<file path="config.mk">
export PLATFORM = sky130hd
export DESIGN_NAME = pss_regs
export DESIGN_NICKNAME = d
export VERILOG_FILES = /design/src/pss_pkg.sv /design/src/pss_regs.sv
export SDC_FILE = /design/constraint.sdc
export NUM_CORES = 1
export LEC_CHECK = 0
export ABC_AREA = 1
export BUFFER_PORTS_ARGS = -buffer_cell sky130_fd_sc_hd__buf_4
export CORE_MARGIN = 8
export CORE_UTILIZATION = 50
export CTS_CLUSTER_SIZE = 25
export DETAILED_ROUTE_END_ITERATION = 10
export GPL_ROUTABILITY_DRIVEN = 0
export PLACE_DENSITY = 0.8
export SYNTH_ARGS = -nofsm -noshare
export SYNTH_HDL_FRONTEND = slang
export SYNTH_SLANG_ARGS = --single-unit
export TNS_END_PERCENT = 5
</file>
<file path="constraint.sdc">
create_clock -name ref_clk_in -period 4 [get_ports ref_clk_in]
set_input_delay 0.4 -clock ref_clk_in [delete_from_list [all_inputs] [get_ports ref_clk_in]]
set_output_delay 0.4 -clock ref_clk_in [all_outputs]
set_load 0.01 [all_outputs]
</file>
<file path="src/pss_pkg.sv">
`default_nettype none
package pss_pkg;

    // ====================================================================
    // register indexes (byte address is four times the index)
    localparam logic [5:0] PSS_IDX_CMD    = 6'h0D;
    localparam logic [5:0] PSS_IDX_WINDOW = 6'h0E;
    localparam logic [5:0] PSS_IDX_CAUSE  = 6'h0F;
    localparam logic [5:0] PSS_IDX_SUMM   = 6'h10;

    // ====================================================================
    // command register fields
    localparam int         PSS_CMD_MSB     = 15;
    localparam int         PSS_CMD_LSB     = 14;
    localparam int         PSS_SEL_MSB     = 4;
    localparam logic [1:0] PSS_CMD_ADDR    = 2'h0;
    localparam logic [1:0] PSS_CMD_DATA    = 2'h1;
    localparam logic [1:0] PSS_CMD_INC_RW  = 2'h2;
    localparam logic [1:0] PSS_CMD_INC_WR  = 2'h3;
    localparam logic [4:0] PSS_SEL_VENDOR  = 5'h1F;
    localparam logic [4:0] PSS_SEL_DEV3    = 5'h03;
    localparam logic [4:0] PSS_SEL_DEV7    = 5'h07;

    // ====================================================================
    // link drop cause field positions
    localparam int PSS_FLD_DESYNC = 8;
    localparam int PSS_FLD_RXERR  = 7;
    localparam int PSS_FLD_MLT3   = 6;
    localparam int PSS_FLD_SNR    = 5;
    localparam int PSS_FLD_ENERGY = 4;

    // ====================================================================
    // summary status field positions
    localparam int PSS_ST_MDIX   = 14;
    localparam int PSS_ST_RXERR  = 13;
    localparam int PSS_ST_POL    = 12;
    localparam int PSS_ST_FCAR   = 11;
    localparam int PSS_ST_SIGDET = 10;
    localparam int PSS_ST_DLOCK  = 9;
    localparam int PSS_ST_PAGE   = 8;
    localparam int PSS_ST_IRQ    = 7;
    localparam int PSS_ST_RFAULT = 6;
    localparam int PSS_ST_JAB    = 5;
    localparam int PSS_ST_AN     = 4;
    localparam int PSS_ST_LOOP   = 3;
    localparam int PSS_ST_DUPLEX = 2;
    localparam int PSS_ST_SPEED  = 1;
    localparam int PSS_ST_LINK   = 0;

    // ====================================================================
    // reset values
    localparam logic [15:0] PSS_RST_WINDOW = 16'h0000;
    localparam logic [4:0]  PSS_RST_CAUSE  = 5'h00;
    localparam logic        PSS_RST_SPEED  = 1'b1;

endpackage
`default_nettype wire

</file>
<file path="src/pss_regs.sv">
// Functional notes
// window holds target address when command is 00, otherwise target data
// command 00 address, 01 data, 10 increment on rd/wr, 11 increment on wr
// selector 11111, 00011, 00111 valid; other selectors ignore window accesses (window reads with command 00 still return the address)
// cause bits 8..4 latch high when an enabled fast drop fires
// reading cause register clears bits unless their condition still present
// bit 14 shows current crossover state
// bit 13 latches receive errors, cleared by receive error counter read
// bit 12 latches inverted polarity, cleared by ten meg status read only
// bit 11 latches false carrier, cleared by false carrier counter read
// bit 10 signal detect, latch low; ignored during low power idle (no low power idle input here; the latch is never suspended)
// bit 9 descrambler lock, latch low; ignored during low power idle (no low power idle input here; the latch is never suspended)
// latch-low bits stay zero until summary read, then follow live value
// bit 8 copies page received, cleared by expansion register read
// bit 7 set on pending interrupt, cleared by interrupt status read
// bit 6 remote fault latched, cleared by basic status read or reset
// bit 5 mirrors jabber flag, not cleared by summary read
// bit 4 shows auto-negotiation complete
// bit 3 shows interface loopback enabled
// bit 2 shows full duplex
// bit 1 shows 10 Mbps speed, resets to one
// bit 0 shows link valid, not cleared by summary read
//
// Decided for this implementation: register access over Wishbone.
`default_nettype none
module pss_regs
    import pss_pkg::*;
#(
    parameter int ADR_W = 8
)(
    // clock and reset
    input  wire logic              ref_clk_in,
    input  wire logic              rst_in,
    // wishbone slave
    input  wire logic              wb_cyc_in,
    input  wire logic              wb_stb_in,
    input  wire logic              wb_we_in,
    input  wire logic [ADR_W-1:0]  wb_adr_in,
    input  wire logic [3:0]        wb_sel_in,
    input  wire logic [31:0]       wb_dat_in,
    output logic      [31:0]       wb_dat_out,
    output logic                   wb_ack_out,
    // extended register space access
    output logic      [4:0]        mmd_dev_out,
    output logic      [15:0]       mmd_addr_out,
    output logic      [15:0]       mmd_wdata_out,
    output logic                   mmd_wr_out,
    input  wire logic [15:0]       mmd_rdata_in,
    // fast link drop events
    input  wire logic              fld_desync_in,
    input  wire logic              fld_rxerr_in,
    input  wire logic              fld_mlt3_in,
    input  wire logic              fld_snr_in,
    input  wire logic              fld_energy_in,
    // live status sources
    input  wire logic              mdix_in,
    input  wire logic              rx_err_event_in,
    input  wire logic              pol_inverted_in,
    input  wire logic              false_carrier_in,
    input  wire logic              sig_det_in,
    input  wire logic              desc_lock_in,
    input  wire logic              page_rx_in,
    input  wire logic              irq_pending_in,
    input  wire logic              remote_fault_in,
    input  wire logic              jabber_in,
    input  wire logic              an_done_in,
    input  wire logic              loopback_in,
    input  wire logic              full_duplex_in,
    input  wire logic              speed_10_in,
    input  wire logic              link_in,
    // reads of neighbouring registers
    input  wire logic              rd_rx_err_cnt_in,
    input  wire logic              rd_ten_meg_in,
    input  wire logic              rd_false_carrier_in,
    input  wire logic              rd_autoneg_exp_in,
    input  wire logic              rd_irq_status_in,
    input  wire logic              rd_basic_status_in
);

    // ====================================================================
    // checks
    // the register index is taken from address bits 7..2
    if (ADR_W < 8 || ADR_W > 32)
        $error("pss_regs: ADR_W must lie in 8..32");

    // ====================================================================
    // state
    typedef struct packed {
        logic        ack;
        logic [15:0] dat;
        logic [1:0]  cmd;
        logic [4:0]  sel;
        logic [15:0] addr;
        logic [15:0] wdata;
        logic        wr;
        logic [4:0]  fld;
        logic        rxerr;
        logic        pol;
        logic        fcar;
        logic        page;
        logic        irq;
        logic        rfault;
        logic        sd_low;
        logic        dl_low;
        logic        mdix;
        logic        jab;
        logic        an;
        logic        loopb;
        logic        duplex;
        logic        speed;
        logic        link;
    } pss_state_t;

    localparam pss_state_t PSS_RESET = '{
        ack: 1'b0, dat: 16'h0000, cmd: PSS_CMD_ADDR, sel: 5'h00,
        addr: PSS_RST_WINDOW, wdata: 16'h0000, wr: 1'b0, fld: PSS_RST_CAUSE,
        rxerr: 1'b0, pol: 1'b0, fcar: 1'b0, page: 1'b0, irq: 1'b0,
        rfault: 1'b0, sd_low: 1'b0, dl_low: 1'b0, mdix: 1'b0, jab: 1'b0,
        an: 1'b0, loopb: 1'b0, duplex: 1'b0, speed: PSS_RST_SPEED, link: 1'b0
    };

    pss_state_t st;
    pss_state_t next_st;

    // ====================================================================
    // decode
    logic [5:0]  idx;
    logic        req;
    logic        fire;
    logic        sel_ok;
    logic        is_data;
    logic        wr_lo;
    logic        wr_hi;
    logic [15:0] summ;
    logic [15:0] cause_word;
    logic [15:0] wdat;
    logic [4:0]  fld_live;

    assign idx     = wb_adr_in[7:2];
    assign req     = wb_cyc_in && wb_stb_in;
    // request taken on the edge that the master sees ack; effects land there
    assign fire    = req && st.ack;
    assign sel_ok  = (st.sel == PSS_SEL_VENDOR) || (st.sel == PSS_SEL_DEV3)
                   || (st.sel == PSS_SEL_DEV7);
    assign is_data = (st.cmd != PSS_CMD_ADDR);
    assign wr_lo   = wb_sel_in[0];
    assign wr_hi   = wb_sel_in[1];
    assign wdat    = wb_dat_in[15:0];

    assign fld_live = {fld_desync_in, fld_rxerr_in, fld_mlt3_in, fld_snr_in, fld_energy_in};

    always_comb
    begin
        summ = 16'h0000;
        summ[PSS_ST_MDIX]   = st.mdix;
        summ[PSS_ST_RXERR]  = st.rxerr;
        summ[PSS_ST_POL]    = st.pol;
        summ[PSS_ST_FCAR]   = st.fcar;
        summ[PSS_ST_SIGDET] = sig_det_in && !st.sd_low;
        summ[PSS_ST_DLOCK]  = desc_lock_in && !st.dl_low;
        summ[PSS_ST_PAGE]   = st.page;
        summ[PSS_ST_IRQ]    = st.irq;
        summ[PSS_ST_RFAULT] = st.rfault;
        summ[PSS_ST_JAB]    = st.jab;
        summ[PSS_ST_AN]     = st.an;
        summ[PSS_ST_LOOP]   = st.loopb;
        summ[PSS_ST_DUPLEX] = st.duplex;
        summ[PSS_ST_SPEED]  = st.speed;
        summ[PSS_ST_LINK]   = st.link;
        cause_word = 16'h0000;
        cause_word[PSS_FLD_DESYNC:PSS_FLD_ENERGY] = st.fld;
    end

    // ====================================================================
    // next state
    always_comb
    begin
        next_st = st;
        next_st.wr = 1'b0;
        // ack rises a cycle after the request and drops right after it was seen
        next_st.ack = req && !st.ack;
        if (req && !st.ack)
        begin
            unique case (idx)
                PSS_IDX_CMD:    next_st.dat = {st.cmd, 9'h000, st.sel};
                PSS_IDX_WINDOW: next_st.dat = !is_data ? st.addr
                                            : (sel_ok ? mmd_rdata_in : 16'h0000);
                PSS_IDX_CAUSE:  next_st.dat = cause_word;
                PSS_IDX_SUMM:   next_st.dat = summ;
                default:        next_st.dat = 16'h0000;
            endcase
        end

        // live mirrors; speed keeps its reset value until sampled
        next_st.mdix   = mdix_in;
        next_st.jab    = jabber_in;
        next_st.an     = an_done_in;
        next_st.loopb  = loopback_in;
        next_st.duplex = full_duplex_in;
        next_st.speed  = speed_10_in;
        next_st.link   = link_in;

        // read side effects first, so that events below win over clears
        if (fire && !wb_we_in && idx == PSS_IDX_CAUSE)
            next_st.fld = st.fld & fld_live;
        if (fire && !wb_we_in && idx == PSS_IDX_SUMM)
        begin
            next_st.sd_low = 1'b0;
            next_st.dl_low = 1'b0;
        end
        if (rd_rx_err_cnt_in)
            next_st.rxerr = 1'b0;
        if (rd_ten_meg_in)
            next_st.pol = 1'b0;
        if (rd_false_carrier_in)
            next_st.fcar = 1'b0;
        if (rd_autoneg_exp_in)
            next_st.page = 1'b0;
        if (rd_irq_status_in)
            next_st.irq = 1'b0;
        if (rd_basic_status_in)
            next_st.rfault = 1'b0;

        next_st.fld = next_st.fld | fld_live;
        if (rx_err_event_in)
            next_st.rxerr = 1'b1;
        if (pol_inverted_in)
            next_st.pol = 1'b1;
        if (false_carrier_in)
            next_st.fcar = 1'b1;
        if (!sig_det_in)
            next_st.sd_low = 1'b1;
        if (!desc_lock_in)
            next_st.dl_low = 1'b1;
        if (page_rx_in)
            next_st.page = 1'b1;
        if (irq_pending_in)
            next_st.irq = 1'b1;
        if (remote_fault_in)
            next_st.rfault = 1'b1;

        // register writes
        if (fire && wb_we_in && idx == PSS_IDX_CMD)
        begin
            if (wr_lo)
                next_st.sel = wdat[PSS_SEL_MSB:0];
            if (wr_hi)
                next_st.cmd = wdat[PSS_CMD_MSB:PSS_CMD_LSB];
        end
        if (fire && idx == PSS_IDX_WINDOW && sel_ok)
        begin
            if (wb_we_in && !is_data)
            begin
                if (wr_lo)
                    next_st.addr[7:0] = wdat[7:0];
                if (wr_hi)
                    next_st.addr[15:8] = wdat[15:8];
            end
            else if (wb_we_in)
            begin
                // partial lanes keep the target's other byte from its read data
                next_st.wdata = {wr_hi ? wdat[15:8] : mmd_rdata_in[15:8],
                                 wr_lo ? wdat[7:0]  : mmd_rdata_in[7:0]};
                next_st.wr = 1'b1;
            end
            // increment waits a cycle behind a write so the strobe hits the old address
            if (st.cmd == PSS_CMD_INC_RW && !wb_we_in)
                next_st.addr = st.addr + 16'h0001;
        end
        if (st.wr && (st.cmd == PSS_CMD_INC_RW || st.cmd == PSS_CMD_INC_WR))
            next_st.addr = st.addr + 16'h0001;
    end

    // ====================================================================
    // registers
    always_ff @(posedge ref_clk_in or posedge rst_in)
    begin
        if (rst_in)
            st <= PSS_RESET;
        else
            st <= next_st;
    end

    // ====================================================================
    // outputs
    assign wb_ack_out    = st.ack;
    assign wb_dat_out    = {16'h0000, st.dat};
    assign mmd_dev_out   = st.sel;
    assign mmd_addr_out  = st.addr;
    assign mmd_wdata_out = st.wdata;
    assign mmd_wr_out    = st.wr;

endmodule
`default_nettype wire

</file>
==> impl_summary.txt <==
----------------------------------------------------
[Critical path]
  Crit path buf inv count ... 2
  Slowest stage cell, crit path ... dfrtp_1
  Crit path capture type ... register
  Worst EP arrival ... about 2.4 ns
  Worst Setup SP ... mmd_dev_out[3]
  Req. time, crit path ... 4.23 ns
  Internal reg-to-reg setup slack ... 1.82 ns
  Critical path startpoint category ... register
  Highest net fanout along the worst path ... 32
  Worst path max stage delay ... 0.44 ns
  Cell family with most CP delay ... simple AND/OR/NAND/NOR gates
  Critical path class ... register to register
  Worst reg2reg path startpoint ... mmd_dev_out[3]
  Chain of cells forming the critical path ... nand2_1 > nand2_1 > inv_1 > nor2_2 > nand3_2 > inv_2 > nand2_2 > nand2_1 > o21ai_1
  Cell repeated most along the worst path ... nand2_1

[Yosys]
  Distinct cell type count after synthesis ... 42
  Top cells by area in the synthesized netlist ... dfrtp_1, nand2_1, buf_4, o21ai_0, inv_1
  Post-Synthesis Cell Area ... between 0.004 and 0.005 sq mm
  Number of flip-flops and latches in the synthesized netlist ... 77
  Yosys warning total ... 0
  Sequential fraction of the synthesis area ... 40.4%
  Area share of the largest cell type after synthesis ... approximately 40%
  Per-instance average area after synthesis ... 7.32 sq um
  Gate count after technology mapping ... between 600 and 700
  Biggest area consumer among synthesized cells ... dfrtp_1

[Clock tree]
  Clock tree from TritonCTS ... done
  Number of gates given a new drive strength after cts ... 0
  Clock latency on the worst-skew pair ... 0.36 ns
  Clk slew on worst S/H paths ... 0.08 ns
  Clk sinks ... 77
  Number of buffers inserted for hold repair after clock tree synthesis ... 0
  Clk buf depth ... 2
  TritonCTS buffer count ... 9
  Post-CTS repair timing setup buffer count ... 0
  Clock root buffer ... clkbuf_8
  CTS H-Tree Depth ... 3

[Layout]
  Sequential Area ... 0.00193 sq mm
  Nets@finish ... between 800 and 900
  Share of layout cells above drive strength 1 ... about 23%
  N_diodes ... 0
  P&R area growth vs syn ... 17.1%
  Filler instances ... between 800 and 900
  Area of combinational cells with multiple inputs ... 0.00202 sq mm
  Share of the core filled with cells ... 60.4%
  Non-Filler Instances ... 858

[Drt]
  Met3 routed wirelength ... roughly 1400 um
  Overall via count from detail_route ... 4,505
  Top layer used by detailed routing ... met4
  M1 WL ... 5560 um
  Met2 routed WL ... around 6600 um
  Count of antenna-violating nets left after detailed routing ... 0
  DRC ... 0
  Detail-routed net length per standard cell ... 16.1 um
  Final Routed Wirelength ... 13,800 um
  DRT Pass-1 Iters ... 5
  Number of DRC violations after detailed-routing iteration 0 ... 450
  Number of vias per cell ... 5.25

[STA]
  Final Critical Period ... around 2.2 ns
  Max-Slew Margin vs Limit ... 40.3%
  Maximum clock frequency ... 0.459 GHz
  Unrepaired setup endpoints after global routing ... no
  Worst Hold Margin ... 0.145 ns
  Worst slew pin tran ... 0.894 ns
  Final hold violation count ... 0
  Summed negative setup slack over all endpoints ... 0 ns
  Final period utilization ... between 50% and 60%
  Skew final ... 0.00893 ns
  Max-slew violations ... 0
  Total of endpoints with negative setup slack in the final report ... 0

[Global routing]
  Maximum number of pins on one net before global-route repair ... 43
  Number of global-route vias before repair ... 4,456
  Overall global routing resource usage ... between 20 and 25%
  Total overflow reported by the global router ... 0
  Antenna violations before repair ... 0
  Global-route wire length before repair ... 22,100 um

[Die]
  Std cell rows ... 35
  Vertical extent of the die ... 114 um
  Effective utilization at floorplan ... between 50% and 60%
  Width of the chip ... around 110 um
  Area of the die ... 0.0129 sq mm
  Number of top-level pins ... 162
  Core region area ... 0.00924 sq mm

[Worst hold path]
  Min-delay src ... an_done_in
  Class of the tightest hold or removal check ... primary input to register

[Pwr]
  Power, Total ... 1600 uW
  Part of the total power dissipated in the clock network ... between 40% and 50%
  Internal power of the cells ... between 1000 and 1500 uW
  Switch Pwr ... 395 uW
  Power per unit of standard cell area ... 287 mW/mm^2
  Maximum resistive drop on vdd ... between 0.15 and 0.2 mV
  Sequential group share of total power ... 49.5%
  Leakage power of the design ... approximately 0.003 uW
  Relative contribution of combinational cells to total power ... 10.0%
  Share of total power consumed by net switching ... 24.6%

[Outcome]
  Run status ... finished clean

[Placement]
  Number of placed instances with taps included ... 842
  HPWL after detailed placement ... about 11,000 um
  Quantity of I/O buffers inserted on ports ... around 130

[Job]
  Number of max-cap violations ... 0

----------------------------------------------------
[area by class of cell]
| type | count | share of cell area, % |
|---|---|---|
| sequential | 77 | 34.5 |
| clock inverter | 6 | 1.55 |
| multi-input combinational | 430 | 36.2 |
| timing repair buffer | 129 | 17.3 |
| clock buffer | 10 | 2.28 |
| inverter | 77 | 5.26 |
| tap | 129 | 2.89 |
[worst reg2reg max path, stage by stage, from the launching register on]
cell and delay [ns]:
dfrtp_1 0.44, nand2_1 0.08, nand2_1 0.09, inv_1 0.06, nor2_2 0.40, nand3_2 0.28, inv_2 0.15, nand2_2 0.31
nand2_1 0.19, o21ai_1 0.08
[state kept, by name (all words and copies together) (netlist names)]
| signal | count |
|---|---|
| mmd_wr_out | 1 |
| wb_ack_out | 1 |
| mmd_dev_out | 5 |
| cause_word | 5 |
| mmd_wdata_out | 16 |
| st | 17 |
| wb_dat_out | 16 |
| mmd_addr_out | 16 |
[cells in the final DEF, fill, tap and decap left out, drive strengths merged, types with 2 or more instances in the layout]
cell type / count
mux2i: 3
buf: 129
nor2: 34
o21ai: 69
a21oi: 19
clkinv: 6
clkbuf: 10
nor3: 5
bufinv: 2
nand2: 204
inv: 74
o21bai: 12
conb: 16
o211ai: 2
nand3: 39
dfrtp: 76
nand4: 8
o22ai: 7
or2: 6
[metrics by stage]
stage | setup WS [ns] | cell area (sq um)
after global routing | 1.61 | 5590
after CTS | 1.87 | 5590
after detailed placement | 1.89 | 5370
final | 1.82 | 5590
after floorplan | 1.63 | 4830
after global placement | 1.93 | 5370
[power by group through the flow]
| stage | Clock (uW) | Combinational, uW | Sequential [uW] |
|---|---|---|---|
| after floorplan | 0 | 84.6 | 809 |
| after global placement | 0 | 155 | 809 |
| after detailed placement | 0 | 159 | 810 |
| after CTS | 662 | 159 | 794 |
| after global routing | 694 | 176 | 795 |
| final | 650 | 160 | 794 |
[synthesized netlist by cell type (all sizes together)]
cell and count:
dfstp 1, nand3 39, xnor2 1, and2 1
a21oi 19, dfrtp 76, nand4 8, o211ai 2
and3 1, ha 1, clkbuf 5, o22ai 7
conb 1, nor2 34, o21bai 12, inv 73
mux2i 3, nand3b 1, or2 6, nand2 204
nor3 5, o21ai 69, buf 78, a21boi 1
clkinv 4
[layer usage]
metal,track usage [%],vias up
met3,6.18,32
met5,0,-
met2,35.5,248
li1,-,2138
met4,6.57,0
met1,26.7,2087
[path summary, 6_finish.rpt]
path | endpoint | cells past startpoint
max in group asynchronous | mmd_wdata_out[7] | 3
worst max register to register | mmd_wdata_out[6] | 9
worst max-delay path | mmd_wdata_out[6] | 9
min in group asynchronous | st[13] | 2
worst min register to register | wb_dat_out[0] | 2
worst min-delay path | st[4] | 1
[kinds of logic (layout without fill, tap and decap cells)]
family,count (synthesis),count (layout),share of synthesized area (%)
other cells,1,16,0.0786
xor+xnor,1,1,0.184
mux,3,3,0.629
buf+inv,160,222,18.4
compound gates,110,110,13.3
simple gates,299,299,26.7
fa+ha+maj,1,1,0.262
flops,77,77,40.4
Power figures use the tool's default switching activity.
